$ cat config.mk
export PLATFORM = sky130hd
export DESIGN_NAME = lsp_ports
export DESIGN_NICKNAME = d
export VERILOG_FILES = /design/src/lsp_pkg.sv /design/src/lsp_p1_cell.sv /design/src/lsp_p2_cell.sv /design/src/lsp_ports.sv
export SDC_FILE = /design/constraint.sdc
export NUM_CORES = 1
export LEC_CHECK = 0
export BUFFER_PORTS_ARGS = -buffer_cell sky130_fd_sc_hd__buf_2
export CAP_MARGIN = 30
export CORE_ASPECT_RATIO = 1.1
export CORE_MARGIN = 8
export CORE_UTILIZATION = 35
export CTS_CLUSTER_SIZE = 24
export DETAILED_ROUTE_END_ITERATION = 12
export SYNTH_ARGS = -nofsm -noshare
export SYNTH_HDL_FRONTEND = slang
export SYNTH_SLANG_ARGS = --single-unit
$ cat constraint.sdc
create_clock -name clock_in -period 1.3 [get_ports clock_in]
set_clock_uncertainty 0.05 [all_clocks]
set_input_delay 0 -clock clock_in [delete_from_list [all_inputs] [get_ports clock_in]]
set_output_delay 0 -clock clock_in [all_outputs]
set_load 0.05 [all_outputs]
$ cat src/lsp_pkg.sv
// constants shared by the shared-function port blocks
// assumes an 8-bit cpu bus with separate s1/s2 bus-cycle state strobes
//
// What this block does
// RL1 - port1 has eight pins, each input or output by its own direction bit
// RL2 - segment select set means the pin carries the lcd segment signal
// RL3 - reset clears port1 latch, direction and segment-select registers
// RL4 - direction and segment select both zero: read returns live pin level
// RL5 - direction zero with segment select one: read returns zero
// RL6 - direction one: read returns stored output latch bit
// RL7 - software clears direction and segment select for uart or interrupt inputs
// RL8 - software sets direction and latch, clears segment select, for uart output
// RL9 - port2 latch resets to ones; software keeps it one for inputs
// RL10 - port2 latch and port2 pin levels read at separate addresses
// RL11 - port2 reads leave bits seven to three undefined
// RL12 - dual-clock mode hands port2 bits one and two to the crystal
// RL13 - driving the stop release pin still flags its falling edges
// RL14 - in stop mode the stop release pin floats regardless of enable
// RL15 - output pins hold a latch; inputs are read live at sampling
// RL16 - pin data sampled in s1 of a port read cycle
// RL17 - output pins updated in s2 of a port write cycle
// RL18 - read-modify-write sees pin levels for input bits
// RL19 - software avoids rmw on write-only registers and reserved addresses
// RL20 - lcd segment drive passes to the pin unchanged under segment select
package lsp_pkg;

    // ------------------------------------------------------------------
    // bus shape
    // ------------------------------------------------------------------
    localparam int ADDR_W = 12;
    localparam int DATA_W = 8;
    localparam int P1_W   = 8;
    localparam int P2_W   = 3;

    // ------------------------------------------------------------------
    // register addresses
    // ------------------------------------------------------------------
    localparam logic [ADDR_W-1:0] ADDR_P1_LATCH  = 12'h001;
    localparam logic [ADDR_W-1:0] ADDR_P2_LATCH  = 12'h002;
    localparam logic [ADDR_W-1:0] ADDR_P1_DIR    = 12'h009;
    localparam logic [ADDR_W-1:0] ADDR_P2_LEVELS = 12'hf9c;
    localparam logic [ADDR_W-1:0] ADDR_P1_SEG    = 12'hf9e;

    // ------------------------------------------------------------------
    // reset values and field positions
    // ------------------------------------------------------------------
    localparam logic [P1_W-1:0]   P1_LATCH_RST = 8'h00;
    localparam logic [P1_W-1:0]   P1_DIR_RST   = 8'h00;
    localparam logic [P1_W-1:0]   P1_SEG_RST   = 8'h00;
    localparam logic [P2_W-1:0]   P2_LATCH_RST = 3'h7;
    localparam logic [DATA_W-1:0] RDATA_RST    = 8'h00;
    localparam logic [DATA_W-1:0] UNMAPPED_RD  = 8'h00;
    localparam int                P2_STOP_BIT  = 0;
    localparam int                P2_XIN_BIT   = 1;
    localparam int                P2_XOUT_BIT  = 2;

endpackage : lsp_pkg

$ cat src/lsp_p1_cell.sv
// one port1 pin: output value and enable, registered
// assumes direction, segment select and latch come from the cpu registers
`timescale 1ns/1ps
module lsp_p1_cell (
    // clock and reset
    input  wire logic clock_in,
    input  wire logic rst_b_in,
    // control
    input  wire logic dir_in,
    input  wire logic seg_sel_in,
    input  wire logic latch_in,
    input  wire logic lcd_seg_in,
    // pin
    output logic      pin_out,
    output logic      pin_oe_out
);
    // segment drive overrides latch and direction
    always_ff @(posedge clock_in or negedge rst_b_in) begin
        if (!rst_b_in) begin
            pin_out    <= 1'b0;
            pin_oe_out <= 1'b0;
        end else begin
            pin_out    <= seg_sel_in ? lcd_seg_in : latch_in; // see RL2 see RL20
            pin_oe_out <= seg_sel_in | dir_in;                // see RL1
        end
    end
endmodule : lsp_p1_cell

$ cat src/lsp_p2_cell.sv
// one port2 pin: sink open-drain style driver, registered
// assumes a latch of one means released so the pin may serve as input
`timescale 1ns/1ps
module lsp_p2_cell (
    // clock and reset
    input  wire logic clock_in,
    input  wire logic rst_b_in,
    // control
    input  wire logic latch_in,
    input  wire logic force_hiz_in,
    // pin
    output logic      pin_out,
    output logic      pin_oe_out
);
    // only a zero latch pulls the pin; a one leaves it to the outside
    always_ff @(posedge clock_in or negedge rst_b_in) begin
        if (!rst_b_in) begin
            pin_out    <= 1'b0;
            pin_oe_out <= 1'b0;
        end else begin
            pin_out    <= 1'b0;
            pin_oe_out <= ~latch_in & ~force_hiz_in; // see RL9
        end
    end
endmodule : lsp_p2_cell

$ cat src/lsp_ports.sv
// port1 and port2 with latches, direction, segment select and read mux
// assumes cpu strobes s1/s2 inside each bus cycle, all inputs synchronous
`timescale 1ns/1ps
module lsp_ports
    import lsp_pkg::*;
#(
    parameter int P1_WIDTH = lsp_pkg::P1_W,
    parameter int P2_WIDTH = lsp_pkg::P2_W
) (
    // clock and reset
    input  wire logic                       clock_in,
    input  wire logic                       rst_b_in,
    // cpu bus
    input  wire logic [lsp_pkg::ADDR_W-1:0] addr_in,
    input  wire logic [lsp_pkg::DATA_W-1:0] wdata_in,
    input  wire logic                       rd_cycle_in,
    input  wire logic                       wr_cycle_in,
    input  wire logic                       state_s1_in,
    input  wire logic                       state_s2_in,
    output logic      [lsp_pkg::DATA_W-1:0] rdata_out,
    output logic                            rdata_valid_out,
    // port1 pins and lcd segment drive
    input  wire logic [P1_WIDTH-1:0]        port1_pin_in,
    output logic      [P1_WIDTH-1:0]        port1_pin_out,
    output logic      [P1_WIDTH-1:0]        port1_pin_oe_out,
    input  wire logic [P1_WIDTH-1:0]        lcd_seg_in,
    // port2 pins and modes
    input  wire logic [P2_WIDTH-1:0]        port2_pin_in,
    output logic      [P2_WIDTH-1:0]        port2_pin_out,
    output logic      [P2_WIDTH-1:0]        port2_pin_oe_out,
    input  wire logic                       dual_clock_mode_in,
    input  wire logic                       stop_mode_in,
    output logic                            stop_release_fall_out
);
    import lsp_pkg::*;

    // ------------------------------------------------------------------
    // register state
    // ------------------------------------------------------------------
    logic [P1_WIDTH-1:0] port1_output_latch_reg;
    logic [P1_WIDTH-1:0] port1_direction_bits_reg;
    logic [P1_WIDTH-1:0] port1_segment_select_reg;
    logic [P2_WIDTH-1:0] port2_output_latch_reg;
    logic                stop_level_reg;
    logic [DATA_W-1:0]   rdata_next;
    logic [P1_WIDTH-1:0] port1_read_view;
    logic                rd_take;
    logic                wr_take;
    logic [P2_WIDTH-1:0] p2_force_hiz;

    // bus strobes: sample in s1, update in s2
    assign rd_take = rd_cycle_in & state_s1_in; // see RL16
    assign wr_take = wr_cycle_in & state_s2_in; // see RL17

    // ------------------------------------------------------------------
    // port1 registers
    // ------------------------------------------------------------------
    // written latch holds the data until rewritten
    always_ff @(posedge clock_in or negedge rst_b_in) begin
        if (!rst_b_in) begin
            port1_output_latch_reg <= P1_LATCH_RST; // see RL3
        end else if (wr_take && addr_in == ADDR_P1_LATCH) begin
            port1_output_latch_reg <= wdata_in[P1_WIDTH-1:0]; // see RL15
        end
    end

    // direction bits
    always_ff @(posedge clock_in or negedge rst_b_in) begin
        if (!rst_b_in) begin
            port1_direction_bits_reg <= P1_DIR_RST; // see RL3
        end else if (wr_take && addr_in == ADDR_P1_DIR) begin
            port1_direction_bits_reg <= wdata_in[P1_WIDTH-1:0]; // see RL1
        end
    end

    // segment select bits
    always_ff @(posedge clock_in or negedge rst_b_in) begin
        if (!rst_b_in) begin
            port1_segment_select_reg <= P1_SEG_RST; // see RL3
        end else if (wr_take && addr_in == ADDR_P1_SEG) begin
            port1_segment_select_reg <= wdata_in[P1_WIDTH-1:0]; // see RL2
        end
    end

    // ------------------------------------------------------------------
    // port2 register
    // ------------------------------------------------------------------
    // resets to ones so every pin starts released
    always_ff @(posedge clock_in or negedge rst_b_in) begin
        if (!rst_b_in) begin
            port2_output_latch_reg <= P2_LATCH_RST; // see RL9
        end else if (wr_take && addr_in == ADDR_P2_LATCH) begin
            port2_output_latch_reg <= wdata_in[P2_WIDTH-1:0];
        end
    end

    // ------------------------------------------------------------------
    // pin drivers
    // ------------------------------------------------------------------
    genvar gi;
    generate
        for (gi = 0; gi < P1_WIDTH; gi++) begin : g_p1
            lsp_p1_cell u_cell (
                .clock_in   (clock_in),
                .rst_b_in   (rst_b_in),
                .dir_in     (port1_direction_bits_reg[gi]),
                .seg_sel_in (port1_segment_select_reg[gi]),
                .latch_in   (port1_output_latch_reg[gi]),
                .lcd_seg_in (lcd_seg_in[gi]),
                .pin_out    (port1_pin_out[gi]),
                .pin_oe_out (port1_pin_oe_out[gi])
            );
        end
    endgenerate

    // crystal pins and stop pin float when their special use takes over
    always_comb begin
        p2_force_hiz = '0;
        p2_force_hiz[P2_XIN_BIT]  = dual_clock_mode_in; // see RL12
        p2_force_hiz[P2_XOUT_BIT] = dual_clock_mode_in; // see RL12
        p2_force_hiz[P2_STOP_BIT] = stop_mode_in;       // see RL14
    end

    generate
        for (gi = 0; gi < P2_WIDTH; gi++) begin : g_p2
            lsp_p2_cell u_cell (
                .clock_in     (clock_in),
                .rst_b_in     (rst_b_in),
                .latch_in     (port2_output_latch_reg[gi]),
                .force_hiz_in (p2_force_hiz[gi]),
                .pin_out      (port2_pin_out[gi]),
                .pin_oe_out   (port2_pin_oe_out[gi])
            );
        end
    endgenerate

    // ------------------------------------------------------------------
    // stop release edge
    // ------------------------------------------------------------------
    // the pin input sees the wire, so a self-driven low also flags an edge
    always_ff @(posedge clock_in or negedge rst_b_in) begin
        if (!rst_b_in) begin
            stop_level_reg        <= 1'b1;
            stop_release_fall_out <= 1'b0;
        end else begin
            stop_level_reg        <= port2_pin_in[P2_STOP_BIT];
            stop_release_fall_out <= stop_level_reg & ~port2_pin_in[P2_STOP_BIT]; // see RL13
        end
    end

    // ------------------------------------------------------------------
    // read mux
    // ------------------------------------------------------------------
    // output bits read the latch, input bits the pin, segment inputs zero;
    // a bit operation writing this back rewrites input-bit latches
    always_comb begin
        for (int i = 0; i < P1_WIDTH; i++) begin
            if (port1_direction_bits_reg[i]) begin
                port1_read_view[i] = port1_output_latch_reg[i]; // see RL6
            end else if (port1_segment_select_reg[i]) begin
                port1_read_view[i] = 1'b0;                      // see RL5
            end else begin
                port1_read_view[i] = port1_pin_in[i];           // see RL4 see RL18
            end
        end
    end

    // upper port2 bits are undefined; zero is as good as any value
    always_comb begin
        rdata_next = UNMAPPED_RD;
        case (addr_in)
            ADDR_P1_LATCH: begin
                rdata_next[P1_WIDTH-1:0] = port1_read_view;
            end
            ADDR_P1_DIR: begin
                rdata_next[P1_WIDTH-1:0] = port1_direction_bits_reg;
            end
            ADDR_P1_SEG: begin
                rdata_next[P1_WIDTH-1:0] = port1_segment_select_reg;
            end
            ADDR_P2_LATCH: begin
                rdata_next[P2_WIDTH-1:0] = port2_output_latch_reg; // see RL10 see RL11
            end
            ADDR_P2_LEVELS: begin
                rdata_next[P2_WIDTH-1:0] = port2_pin_in;           // see RL10 see RL11
            end
            default: begin
                rdata_next = UNMAPPED_RD;
            end
        endcase
    end

    // read data captured at s1 and held until the next read
    always_ff @(posedge clock_in or negedge rst_b_in) begin
        if (!rst_b_in) begin
            rdata_out       <= RDATA_RST;
            rdata_valid_out <= 1'b0;
        end else begin
            rdata_valid_out <= rd_take;          // see RL16
            if (rd_take) begin
                rdata_out <= rdata_next;         // see RL15
            end
        end
    end

    // ------------------------------------------------------------------
    // assertions
    // ------------------------------------------------------------------
    property p_seg_drive;
        @(posedge clock_in) disable iff (!rst_b_in)
        port1_segment_select_reg[0] |=> (port1_pin_oe_out[0]
            && port1_pin_out[0] == $past(lcd_seg_in[0]));
    endproperty
    a_seg_drive: assert property (p_seg_drive) else $error("segment drive wrong"); // see RL2

    property p_dir_drive;
        @(posedge clock_in) disable iff (!rst_b_in)
        (port1_direction_bits_reg[1] && !port1_segment_select_reg[1]) |=>
            (port1_pin_oe_out[1] && port1_pin_out[1] == $past(port1_output_latch_reg[1]));
    endproperty
    a_dir_drive: assert property (p_dir_drive) else $error("output bit not driven"); // see RL1

    property p_input_float;
        @(posedge clock_in) disable iff (!rst_b_in)
        (!port1_direction_bits_reg[2] && !port1_segment_select_reg[2]) |=>
            !port1_pin_oe_out[2];
    endproperty
    a_input_float: assert property (p_input_float) else $error("input bit driven"); // see RL1

    property p_rd_pin;
        @(posedge clock_in) disable iff (!rst_b_in)
        (rd_take && addr_in == ADDR_P1_LATCH && !port1_direction_bits_reg[3]
            && !port1_segment_select_reg[3]) |=>
            (rdata_valid_out && rdata_out[3] == $past(port1_pin_in[3]));
    endproperty
    a_rd_pin: assert property (p_rd_pin) else $error("input read not pin"); // see RL4

    property p_rd_zero;
        @(posedge clock_in) disable iff (!rst_b_in)
        (rd_take && addr_in == ADDR_P1_LATCH && !port1_direction_bits_reg[0]
            && port1_segment_select_reg[0]) |=> rdata_out[0] == 1'b0;
    endproperty
    a_rd_zero: assert property (p_rd_zero) else $error("segment bit read not zero"); // see RL5

    property p_rd_latch;
        @(posedge clock_in) disable iff (!rst_b_in)
        (rd_take && addr_in == ADDR_P1_LATCH && port1_direction_bits_reg[5]) |=>
            rdata_out[5] == $past(port1_output_latch_reg[5]);
    endproperty
    a_rd_latch: assert property (p_rd_latch) else $error("output read not latch"); // see RL6

    property p_p2_levels;
        @(posedge clock_in) disable iff (!rst_b_in)
        (rd_take && addr_in == ADDR_P2_LEVELS) |=>
            rdata_out[P2_WIDTH-1:0] == $past(port2_pin_in);
    endproperty
    a_p2_levels: assert property (p_p2_levels) else $error("port2 level read wrong"); // see RL10

    property p_write_s2;
        @(posedge clock_in) disable iff (!rst_b_in)
        (wr_take && addr_in == ADDR_P1_LATCH && port1_direction_bits_reg[6]
            && !port1_segment_select_reg[6]) ##1 (port1_direction_bits_reg[6]
            && !port1_segment_select_reg[6]) |=> port1_pin_out[6] == $past(wdata_in[6], 2);
    endproperty
    a_write_s2: assert property (p_write_s2) else $error("write not on pin"); // see RL17

    property p_stop_hiz;
        @(posedge clock_in) disable iff (!rst_b_in)
        stop_mode_in |=> !port2_pin_oe_out[P2_STOP_BIT];
    endproperty
    a_stop_hiz: assert property (p_stop_hiz) else $error("stop pin driven in stop"); // see RL14

    property p_xtal_hiz;
        @(posedge clock_in) disable iff (!rst_b_in)
        dual_clock_mode_in |=> (!port2_pin_oe_out[P2_XIN_BIT]
            && !port2_pin_oe_out[P2_XOUT_BIT]);
    endproperty
    a_xtal_hiz: assert property (p_xtal_hiz) else $error("crystal pin driven"); // see RL12

    property p_stop_fall;
        @(posedge clock_in) disable iff (!rst_b_in)
        (port2_pin_in[P2_STOP_BIT] ##1 !port2_pin_in[P2_STOP_BIT]) |=>
            stop_release_fall_out;
    endproperty
    a_stop_fall: assert property (p_stop_fall) else $error("stop edge missed"); // see RL13

    property p_no_write_no_change;
        @(posedge clock_in) disable iff (!rst_b_in)
        !wr_take |=> $stable(port2_output_latch_reg);
    endproperty
    a_no_write_no_change: assert property (p_no_write_no_change)
        else $error("port2 latch moved without write"); // see RL9

    c_seg_mode: cover property (@(posedge clock_in) disable iff (!rst_b_in)
        port1_segment_select_reg[0] ##1 port1_pin_oe_out[0]);
    c_p2_drive: cover property (@(posedge clock_in) disable iff (!rst_b_in)
        port2_pin_oe_out[P2_STOP_BIT]);
    c_read_p1: cover property (@(posedge clock_in) disable iff (!rst_b_in)
        rd_take && addr_in == ADDR_P1_LATCH);
    c_stop_fall: cover property (@(posedge clock_in) disable iff (!rst_b_in)
        stop_release_fall_out);

endmodule : lsp_ports

# Yosys cells after proc, flatten, opt, wreduce, memory -nomap -nowiden
# Index checks and enable logic that the tools add are counted.
# totals
wordCells	82
in_bits	47
ff_bits	57
output_inout_bits	32
# classes
bitwise_logic	20
n_reduce_logical	4
eq_ne	5
mux	26
# ops
cell	count
$eq 12x12->1 const B	2
$mux 1	24
$pmux 3 s5	1
$pmux 5 s3	1
$eq 12x1->1 const B	1
$eq 12x2->1 const B	1
$eq 12x4->1 const B	1
$or 1x1->1	8
$and 1x1->1	6
$not 1->1	6
$logic_and 1x1->1	4

# Logic depth before layout (Yosys ltp)
# Gate-level depths: netlist of run 1.
# logic_depth
depth_word	3
ltp_mapped	6
depth_no_buf	4

# Modules after synthesis
# A second synthesis of run 1 with hierarchy kept.
# hier_totals
cells_unflattened	211
hier_area_um2	2585.0
# modules_own_cells
module	cells_per_inst	instances	area_each_um2	seq_area_each_um2
lsp_ports	167	1	1894.3	955.9
lsp_p1_cell	4	8	71.3	50.0
lsp_p2_cell	4	3	40.0	25.0

# Worst setup path before layout of run 1
# Ideal clock, no wire load.
# synth_path
path_type	input -> register
from	in addr_in[7] (netlist bit)
to	reg port1_output_latch_reg[0]
path_stages	5
required_time_ps	1125
setup_slack_ps	-461
path_buffers	1
arrival_ps	1586
setup_time_ps	125
cell_sequence	or4_4 > nor4_4 > and3_1 > buf_4 > mux2_2
# synth_between
elab_chain_len	2
# synth_lines
item	line_no	source
start, declared	lsp_ports.sv:14	input wire logic [lsp_pkg::ADDR_W-1:0] addr_in,
$eq 12x1->1	lsp_ports.sv:62	end else if (wr_take && addr_in == ADDR_P1_LATCH) begin
$logic_and 1x1->1	lsp_ports.sv:62	
end signal, assigned	lsp_ports.sv:63	port1_output_latch_reg <= wdata_in[P1_WIDTH-1:0];
end, declared	lsp_ports.sv:40	logic [P1_WIDTH-1:0] port1_output_latch_reg;
# No other way between the ends.
# A chain may end at the register's enable or synchronous reset.

# Worst setup path in the final report of run 1
# layout_path
from	in addr_in[10] (netlist bit)
to	reg port1_output_latch_reg[2]
# Same word-level chain as after synthesis.

==> run metrics, run 1 <==
top-count cell post-synth dfrtp_1; Vias/cell 4.79; RSZ-0062 raised after global routing yes; Routed Antenna Nets 0; clock-pin slew on the worst setup and hold paths 0.07 ns; drc violations 0; cell count after synthesis 219; P_sw 1.10 mW; most frequent cells after synthesis dfrtp_1 (53), mux2_2 (35), buf_4 (23); flip-flop and latch area 1430 um2; Layout area overhead 50.1%; Placer Congestion 0.816; Synth async-reset ratio 1.00; drt total wl 7550 um; critical path class in -> reg; Cell Area, Synth 2650 um2; worst setup path startpoint addr_in[10]; top area cells in the synthesized netlist dfrtp_1 (50%), mux2_2 (15%), buf_4 (6.5%); Die H 107 um; 1st-iter DRT viols 61; Final HPWL DP 5400 um; Final Hold Violating Endpoints 0; # rows 33; violated checks negative setup slack; Avg Inst Size Synth 12.1 um2; CP Max Fanout 5; crit start category input pin; IO buf count 75; first-pass iteration count of the detailed router 4; largest net degree at the start of global routing 22; minimum clock period 1.47 ns; TritonCTS buffer count 9; EDFF count, synth 0; Clock Tree Root clkbuf_8; Clk pwr share 0.447; Pleak 2.02 nW; Cell Int Power 3.21 mW; prevailing post-synth register cell dfrtp_1; Starting Density 0.359; achievable clock frequency 681 MHz; CTS tree built; Global Route Usage Sum 0.149; status finished, violations left; Clock Latency Late Sink 0.35 ns; pre-CTS setup slack -0.554 ns; Seq/Total Area, Yosys 0.540; first-pass GRT wire length 12200 um; VDD IR max 546 uV; wire per inst 17.4 um; share of cells above drive strength 1 0.589; max cap viols 0; initial antenna violation count 0; area of the multi-input gates 1180 um2; Reg2Reg Depth 5; vias in the first global route 2317; Final #Nets 390; #FFs+latches synth 57; Die ar. 10600 um2; crit path DAT 1.66 ns; Final WS setup -0.169 ns; yosys warns 0; Util after Layout 0.538; Max clock buf depth 2; combinational power share 0.129; HP Class in -> reg; post-synth cell types 33; Worst Path Required 1.49 ns; top-area cell type share of the netlist area 0.500; core area 7390 um2; Horiz. Die Dim 99.0 um; final period utilization 1.13; clock sink count 57; Reg2Reg Capture Point rdata_out[7]$_DFFE_PN0P_; # diodes 0; gr ovfl total 0; sw frac 0.255; IO Pins 79; crit end category register; CTS H-Tree Depth 3; Reg power frac 0.424; Synth area leader dfrtp_1; # setup viols final 23; CP Capture Point port1_output_latch_reg[2]$_DFFE_PN0P_; pins over their slew limit 0; setup TNS -3.01 ns; flop2flop setup slack -0.03 ns; reg-to-reg startpoint port1_direction_bits_reg[7]$_DFFE_PN0P_; Vias 2082; PwrDens 1080 nW/um2; Fillers 638
-- cell usage in the layout, fill, tap and decap left out, types with 5 or more instances in the layout --
| cell | instances |
|---|---|
| buf_4 | 31 |
| nand3_2 | 5 |
| clkbuf_8 | 11 |
| nand2_1 | 6 |
| buf_2 | 70 |
| nand2b_1 | 6 |
| mux2_2 | 17 |
| nor2_1 | 16 |
| inv_1 | 6 |
| dlygate4sd3_1 | 21 |
| dfrtp_1 | 53 |
| or2_2 | 7 |
| o21ai_0 | 7 |
| buf_6 | 11 |
| mux2_4 | 18 |
-- metal layers --
layer | GRT usage | wire length, um | up-vias | share of wire
li1 | - | - | 1000 | -
met1 | 0.177 | 3190 | 1009 | 0.42
met3 | 0.0453 | 511 | 13 | 0.068
met2 | 0.239 | 3710 | 60 | 0.49
met4 | 0.0801 | 137 | 0 | 0.018
met5 | 0 | 0 | - | 0
-- repair_timing --
action,4_1_cts,5_1_grt
endpoints found under the setup margin,32,34
setup buffers,5,4
pin swaps,8,6
resized for setup,27,14
endpoints found under the hold margin,98,0
hold buffers,21,0
-- worst min-delay path by stage --
stage | startpoint | end | slack [ns] | cells past startpoint
floorplan | rst_b_in | g_p1[0].u_cell.pin_oe_out$_DFF_PN0_ | -0.35 | 0
global placement | rst_b_in | port1_direction_bits_reg[0]$_DFFE_PN0P_ | -0.06 | 1
detailed placement | rst_b_in | port1_direction_bits_reg[0]$_DFFE_PN0P_ | -0.06 | 1
CTS | port2_pin_in[1] | rdata_out[1]$_DFFE_PN0P_ | 0.05 | 5
global route | state_s2_in | port2_output_latch_reg[2]$_DFFE_PN1P_ | 0.07 | 3
finish | port2_pin_in[1] | rdata_out[1]$_DFFE_PN0P_ | 0.05 | 5
-- stage by stage --
step	total power, mW	cell area, um2	std cells	hold slack [ns]
global route	4.47	3980	435	0.0691
detailed placement	2.33	3290	390	-0.0600
CTS	4.34	3890	432	0.0512
floorplan	2.10	2710	221	-0.346
global placement	2.32	3290	390	-0.0562
finish	4.31	3980	435	0.0505
-- layout make-up --
type                       count  area share
sequential                    57       0.360
multi-input combinational    131       0.298
timing repair buffer         137       0.251
clock buffer                  11      0.0381
tap                           87      0.0274
clock inverter                 5      0.0195
inverter                       7     0.00661
-- kinds of logic after synthesis --
group                  after synthesis  synth area share
buffers and inverters               33            0.0807
other                                1           0.00142
AND/OR/NAND/NOR                     61             0.148
flip-flops                          57             0.540
AO/OA/AOI/OAI                       29            0.0699
multiplexers                        38             0.160
-- critical path, cell delays in order --
cell    delay [ns]
buf_6         0.09
or4_4         0.58
buf_4         0.17
nor4_4        0.15
and3_4        0.24
buf_6         0.12
mux2_4        0.30
-- power groups by stage --
stage | Combinational [mW] | Sequential (mW) | Clock, mW
3_3_place_gp | 0.466 | 1.86 | 0
2_1_floorplan | 0.153 | 1.95 | 0
6_report | 0.555 | 1.83 | 1.93
3_5_place_dp | 0.471 | 1.86 | 0
4_1_cts | 0.545 | 1.83 | 1.97
5_1_grt | 0.600 | 1.83 | 2.04
No activity file was read; power rests on OpenSTA's default activity.
==> run 2, diff against run 1 <==
--- a/config.mk
+++ b/config.mk
@@ -7,7 +7,7 @@
 export LEC_CHECK = 0
 export BUFFER_PORTS_ARGS = -buffer_cell sky130_fd_sc_hd__buf_2
 export CAP_MARGIN = 30
-export CORE_ASPECT_RATIO = 1.1
+export CORE_ASPECT_RATIO = 1.4
 export CORE_MARGIN = 8
 export CORE_UTILIZATION = 35
 export CTS_CLUSTER_SIZE = 24
==> run metrics, run 2 (synthesis results as in run 1) <==
PnR Total Power 3.68 mW (-15%); PwrDens 976 nW/um2 (-9.9%); slowest CP cell or4_4; final period utilization 1.13 (about the same); Reg power frac 0.497 (+0.073); largest net degree at the start of global routing 58 (+160%); first-pass iteration count of the detailed router 4 (unchanged); max cap viols 0 (unchanged); status finished, violations left; IO buf count 75 (unchanged); critical path cell sequence buf_6, or4_4, nor4_4, nand4_4, mux2_2; Worst Path Required 1.46 ns (-0.03 ns); commonest cells after routing, fill and taps aside buf_2 (72), dfrtp_1 (53), buf_4 (32), dlygate4sd3_1 (23), mux2_2 (19); Placer Congestion 0.858 (+5.1%); # diodes 0 (unchanged); # setup viols final 26 (+13%); CTS H-Tree Depth 3 (unchanged); HP Class in -> reg; share of cells above drive strength 1 0.538 (-0.0515); CTS tree built; Setup Fix Bufs, Post-CTS 0 (-5); sw frac 0.269 (+0.0143); Clk pwr share 0.364 (-0.083); Fillers 664 (+4.1%); Clock Tree Root clkbuf_8; Final Hold Violating Endpoints 0 (unchanged); commonest non-fill, non-tap cell in the layout buf_2; achievable clock frequency 680 MHz (about the same); Finished Layout Cells 443 (+1.8%); Final #Nets 388 (-0.51%); setup TNS -3.11 ns (-0.104 ns); core area 7360 um2 (-0.41%); Vias/cell 4.71 (-1.6%); hold slack 0.106 ns (+0.0555 ns); Die ar. 10700 um2 (+0.34%); Vias 2087 (+0.24%); Final HPWL DP 5250 um (-2.7%); minimum clock period 1.47 ns (+0.000595 ns); Starting Density 0.360 (+0.00146); drt total wl 7060 um (-6.5%); placed cell count 404 (+3.6%); Global Route Usage Sum 0.138 (-0.0114); # rows 37 (+12%); gr ovfl total 0 (unchanged); violated checks negative setup slack; IO Pins 79 (unchanged); VDD IR max 508 uV (-7.1%); Final WS setup -0.170 ns (-0.000595 ns); TritonCTS buffer count 9 (unchanged); crit start category input pin; critical path class in -> reg; crit path DAT 1.63 ns (-0.03 ns); clock-pin slew on the worst setup and hold paths 0.07 ns (about the same); RSZ-0062 raised after global routing yes; clock sink count 57 (unchanged); Max clock buf depth 2 (unchanged); CP Max Fanout 8 (+3); Die H 119 um (+11%); Layout area overhead 42.4%; crit end category register; Routed Antenna Nets 0 (unchanged); pins over their slew limit 0 (unchanged); initial antenna violation count 1 (+1); pre-CTS setup slack -0.574 ns (-0.0202 ns); Horiz. Die Dim 89.5 um (-9.5%); vias in the first global route 2252 (-2.8%); P_sw 991 uW (-9.7%); wire per inst 15.9 um (-8.2%); Worst path max stage delay 0.59 ns (about the same); Clock Latency Late Sink 0.33 ns (-0.02 ns); drc violations 0 (unchanged); Cell Int Power 2.69 mW (-16%); 1st-iter DRT viols 58 (-4.9%); combinational power share 0.139 (+0.010); Pleak 1.93 nW (-4.1%); first-pass GRT wire length 11200 um (-8.3%)
## run 2: metal layers
| metal | part of all wire | up-vias | GRT usage |
|---|---|---|---|
| met2 | 0.50 | 65 | 0.227 |
| met3 | 0.078 | 12 | 0.0379 |
| met4 | 0.018 | 2 | 0.0658 |
| li1 | - | 994 | - |
| met5 | 0.0020 | - | 0 |
| met1 | 0.40 | 1014 | 0.158 |
## run 2: stage by stage
stage,utilization,instance area [um2]
floorplan,-,2710
global placement,0.449,3300
detailed placement,0.449,3300
CTS,0.509,3750
global route,0.512,3770
finish,0.512,3770
## run 2: power groups by stage
stage                     logic (mW)  clock network (mW)  registers (mW)
after floorplan                0.153                   0            1.95
after global placement         0.449                   0            1.86
after global routing           0.552                1.45            1.83
after detailed placement       0.454                   0            1.86
final                          0.512                1.34            1.83
after CTS                      0.513                1.39            1.83
## run 2: path summary, 6_finish.rpt
check,cells past startpoint,end,slack (ns),from
worst max-delay path,5,port1_direction_bits_reg[1]$_DFFE_PN0P_,-0.17,addr_in[5]
worst min-delay path,3,port2_output_latch_reg[1]$_DFFE_PN1P_,0.11,state_s2_in
worst max register to register,4,rdata_out[3]$_DFFE_PN0P_,0,port1_segment_select_reg[3]$_DFFE_PN0P_
worst min register to register,1,g_p1[4].u_cell.pin_oe_out$_DFF_PN0_,0.43,port1_segment_select_reg[4]$_DFFE_PN0P_
max in group asynchronous,3,stop_level_reg$_DFF_PN1_,0.74,rst_b_in
min in group asynchronous,3,g_p1[1].u_cell.pin_oe_out$_DFF_PN0_,0.14,rst_b_in
## run 2: worst max-delay path, delay by kind of cell
family / cells / cell delay (ns)
simple gates: 3 / 1.21
mux: 1 / 0.33
buf+inv: 1 / 0.09
## run 2: layout make-up
| type | count | area, um2 | area share |
|---|---|---|---|
| Clock buffer | 12 | 135 | 0.0358 |
| Timing Repair Buffer | 135 | 930 | 0.246 |
| Clock inverter | 4 | 20.0 | 0.00531 |
| Sequential cell | 57 | 1430 | 0.379 |
| Tap cell | 97 | 121 | 0.0322 |
| Multi-Input combinational cell | 131 | 1110 | 0.294 |
| Inverter | 7 | 26.3 | 0.00697 |
## run 2: timing repair
action | 4_1_cts | 5_1_grt
pin swaps | 5 | 4
hold buffers | 23 | 0
resized for setup | 16 | 5
endpoints found under the hold margin | 99 | 0
gates cloned | 0 | 0
endpoints found under the setup margin | 33 | 34
==> run 3, diff against run 2 <==
--- a/config.mk
+++ b/config.mk
@@ -12,6 +12,7 @@
 export CORE_UTILIZATION = 35
 export CTS_CLUSTER_SIZE = 24
 export DETAILED_ROUTE_END_ITERATION = 12
+export PLACE_DENSITY = 0.71
 export SYNTH_ARGS = -nofsm -noshare
 export SYNTH_HDL_FRONTEND = slang
 export SYNTH_SLANG_ARGS = --single-unit
==> run metrics, run 3 (synthesis results as in run 1) <==
status finished, violations left; violated checks negative setup slack; flip-flop and latch area 1430 um2 (unchanged); initial antenna violation count 0 (-1); flop2flop setup slack 0 ns (unchanged); wire per inst 16.1 um (+0.76%); Clock Latency Late Sink 0.34 ns (about the same); Die H 119 um (unchanged); Placer Congestion 0.859 (+0.15%); Vias/cell 4.71 (about the same); Reg2Reg Depth 5 (+1); Clk pwr share 0.430 (+0.066); # rows 37 (unchanged); Layout area overhead 47.4%; crit end category register; Fillers 642 (-3.3%); achievable clock frequency 679 MHz (-0.16%); design area 3910 um2 (+3.5%); PwrDens 1060 nW/um2 (+8.8%); Horiz. Die Dim 89.5 um (unchanged); Final Hold Violating Endpoints 0 (unchanged); Clock Tree Root clkbuf_8; Routed Antenna Nets 0 (unchanged); hold_sp state_s2_in; first-pass iteration count of the detailed router 6 (+2); drc violations 0 (unchanged); CP Max Fanout 8 (unchanged); area of the multi-input gates 1170 um2 (+5.2%); Final #Nets 388 (unchanged); Hold Crit Depth 3 (unchanged); combinational power share 0.130 (-0.009); share of cells above drive strength 1 0.575 (+0.0376); Cell Int Power 3.06 mW (+14%); CTS tree built; # setup viols final 24 (-7.7%); 1st-iter DRT viols 77 (+33%); # diodes 0 (unchanged); critical path class in -> reg; RSZ-0062 raised after global routing yes; reg-to-reg startpoint port1_direction_bits_reg[7]$_DFFE_PN0P_; commonest cells after routing, fill and taps aside buf_2 (72), dfrtp_1 (53), buf_4 (31), dlygate4sd3_1 (21), mux2_4 (19); clock-pin slew on the worst setup and hold paths 0.07 ns (about the same); placed cell count 402 (-0.50%); IO buf count 75 (unchanged); Max clock buf depth 2 (unchanged); IO Pins 79 (unchanged); commonest non-fill, non-tap cell in the layout buf_2; clock sink count 57 (unchanged); Vias 2086 (-0.048%); Starting Density 0.360 (unchanged); Worst Path Required 1.47 ns (about the same); Final HPWL DP 5160 um (-1.6%); Finished Layout Cells 443 (unchanged); HP Class in -> reg; Hold Path End port2_output_latch_reg[1]$_DFFE_PN1P_; core area 7360 um2 (unchanged); Pleak 1.98 nW (+2.5%); first-pass GRT wire length 11100 um (-0.87%); CTS H-Tree Depth 3 (unchanged); Reg power frac 0.440 (-0.057); pins over their slew limit 0 (unchanged); Global Route Usage Sum 0.137 (-0.000738); sw frac 0.261 (-0.00796); final period utilization 1.13 (+0.00180); crit start category input pin; VDD IR max 802 uV (+58%); post-detailed-placement cell area 3300 um2 (about the same); Reg2Reg Capture Point rdata_out[7]$_DFFE_PN0P_; TritonCTS buffer count 9 (unchanged); crit path DAT 1.64 ns (about the same); minimum clock period 1.47 ns (+0.00234 ns); max cap viols 0 (unchanged); Die ar. 10700 um2 (unchanged); P_sw 1.08 mW (+9.3%); largest net degree at the start of global routing 58 (unchanged); gr ovfl total 0 (unchanged); vias in the first global route 2221 (-1.4%); Final WS setup -0.172 ns (-0.00234 ns); drt total wl 7120 um (+0.76%)
[run 3: cell count changes in the layout (fill, tap and decap cells not counted), moves of 3 or more]
cell      before  now
a211oi_1       4    0
a211oi_2       0    4
clkbuf_1       3    0
clkbuf_8       9   12
clkinv_2       4    1
mux2_2        19   16
mux2_4        16   19
o21ai_0        8    5
[run 3: critical path, stage by stage]
cell and delay, ns:
buf_6 0.09, or4_4 0.59, nor4_4 0.35, nand4_4 0.26, mux2_4 0.36
[run 3: routing by layer]
| layer | track usage | vias to the layer above | routed length [um] |
|---|---|---|---|
| met3 | 0.0496 | 10 | 554 |
| met5 | 0 | - | 0 |
| li1 | - | 995 | - |
| met1 | 0.164 | 1017 | 2940 |
| met4 | 0.0564 | 0 | 106 |
| met2 | 0.214 | 64 | 3510 |
[run 3: timing repair]
action	CTS	global route
setup endpoints to repair	31	34
hold buffers	21	0
buffers inserted	3	3
pin swaps	8	7
resized for setup	26	12
hold endpoints to repair	98	0
[run 3: power by group through the flow]
stage	Combinational, mW	Clock [mW]	Sequential [mW]
global placement	0.458	0	1.86
floorplan	0.153	0	1.95
finish	0.539	1.78	1.83
detailed placement	0.463	0	1.86
global route	0.582	1.88	1.83
CTS	0.534	1.81	1.83
[run 3: how the worst max path moves through the flow]
stage,end,cells after the start,start
2_1_floorplan,port1_output_latch_reg[0]$_DFFE_PN0P_,5,addr_in[7]
3_5_place_dp,port2_output_latch_reg[2]$_DFFE_PN1P_,6,addr_in[5]
3_3_place_gp,port2_output_latch_reg[1]$_DFFE_PN1P_,6,addr_in[5]
6_report,port1_direction_bits_reg[3]$_DFFE_PN0P_,5,addr_in[10]
5_1_grt,port1_direction_bits_reg[3]$_DFFE_PN0P_,5,addr_in[10]
4_1_cts,port1_direction_bits_reg[1]$_DFFE_PN0P_,5,addr_in[10]
[run 3: cell type report]
type,instances,share of cell area
Clock buffer,12,0.0423
Timing Repair Buffer,135,0.242
Clock inverter,4,0.0128
Tap cell,97,0.0311
Inverter,7,0.00673
Multi-Input combinational cell,131,0.299
Sequential cell,57,0.367
[run 3: per-stage QoR]
| step | hold slack, ns | util | setup slack [ns] | TNS [ns] | power, mW |
|---|---|---|---|---|---|
| 2_1_floorplan | -0.346 | - | -0.454 | -10.88 | 2.10 |
| 3_3_place_gp | -0.0262 | 0.448 | -0.580 | -15.75 | 2.32 |
| 3_5_place_dp | -0.0220 | 0.448 | -0.575 | -16.57 | 2.32 |
| 4_1_cts | 0.0315 | 0.523 | -0.134 | -2.00 | 4.17 |
| 5_1_grt | 0.0532 | 0.531 | -0.219 | -3.55 | 4.29 |
| 6_report | 0.0443 | 0.531 | -0.172 | -2.36 | 4.15 |
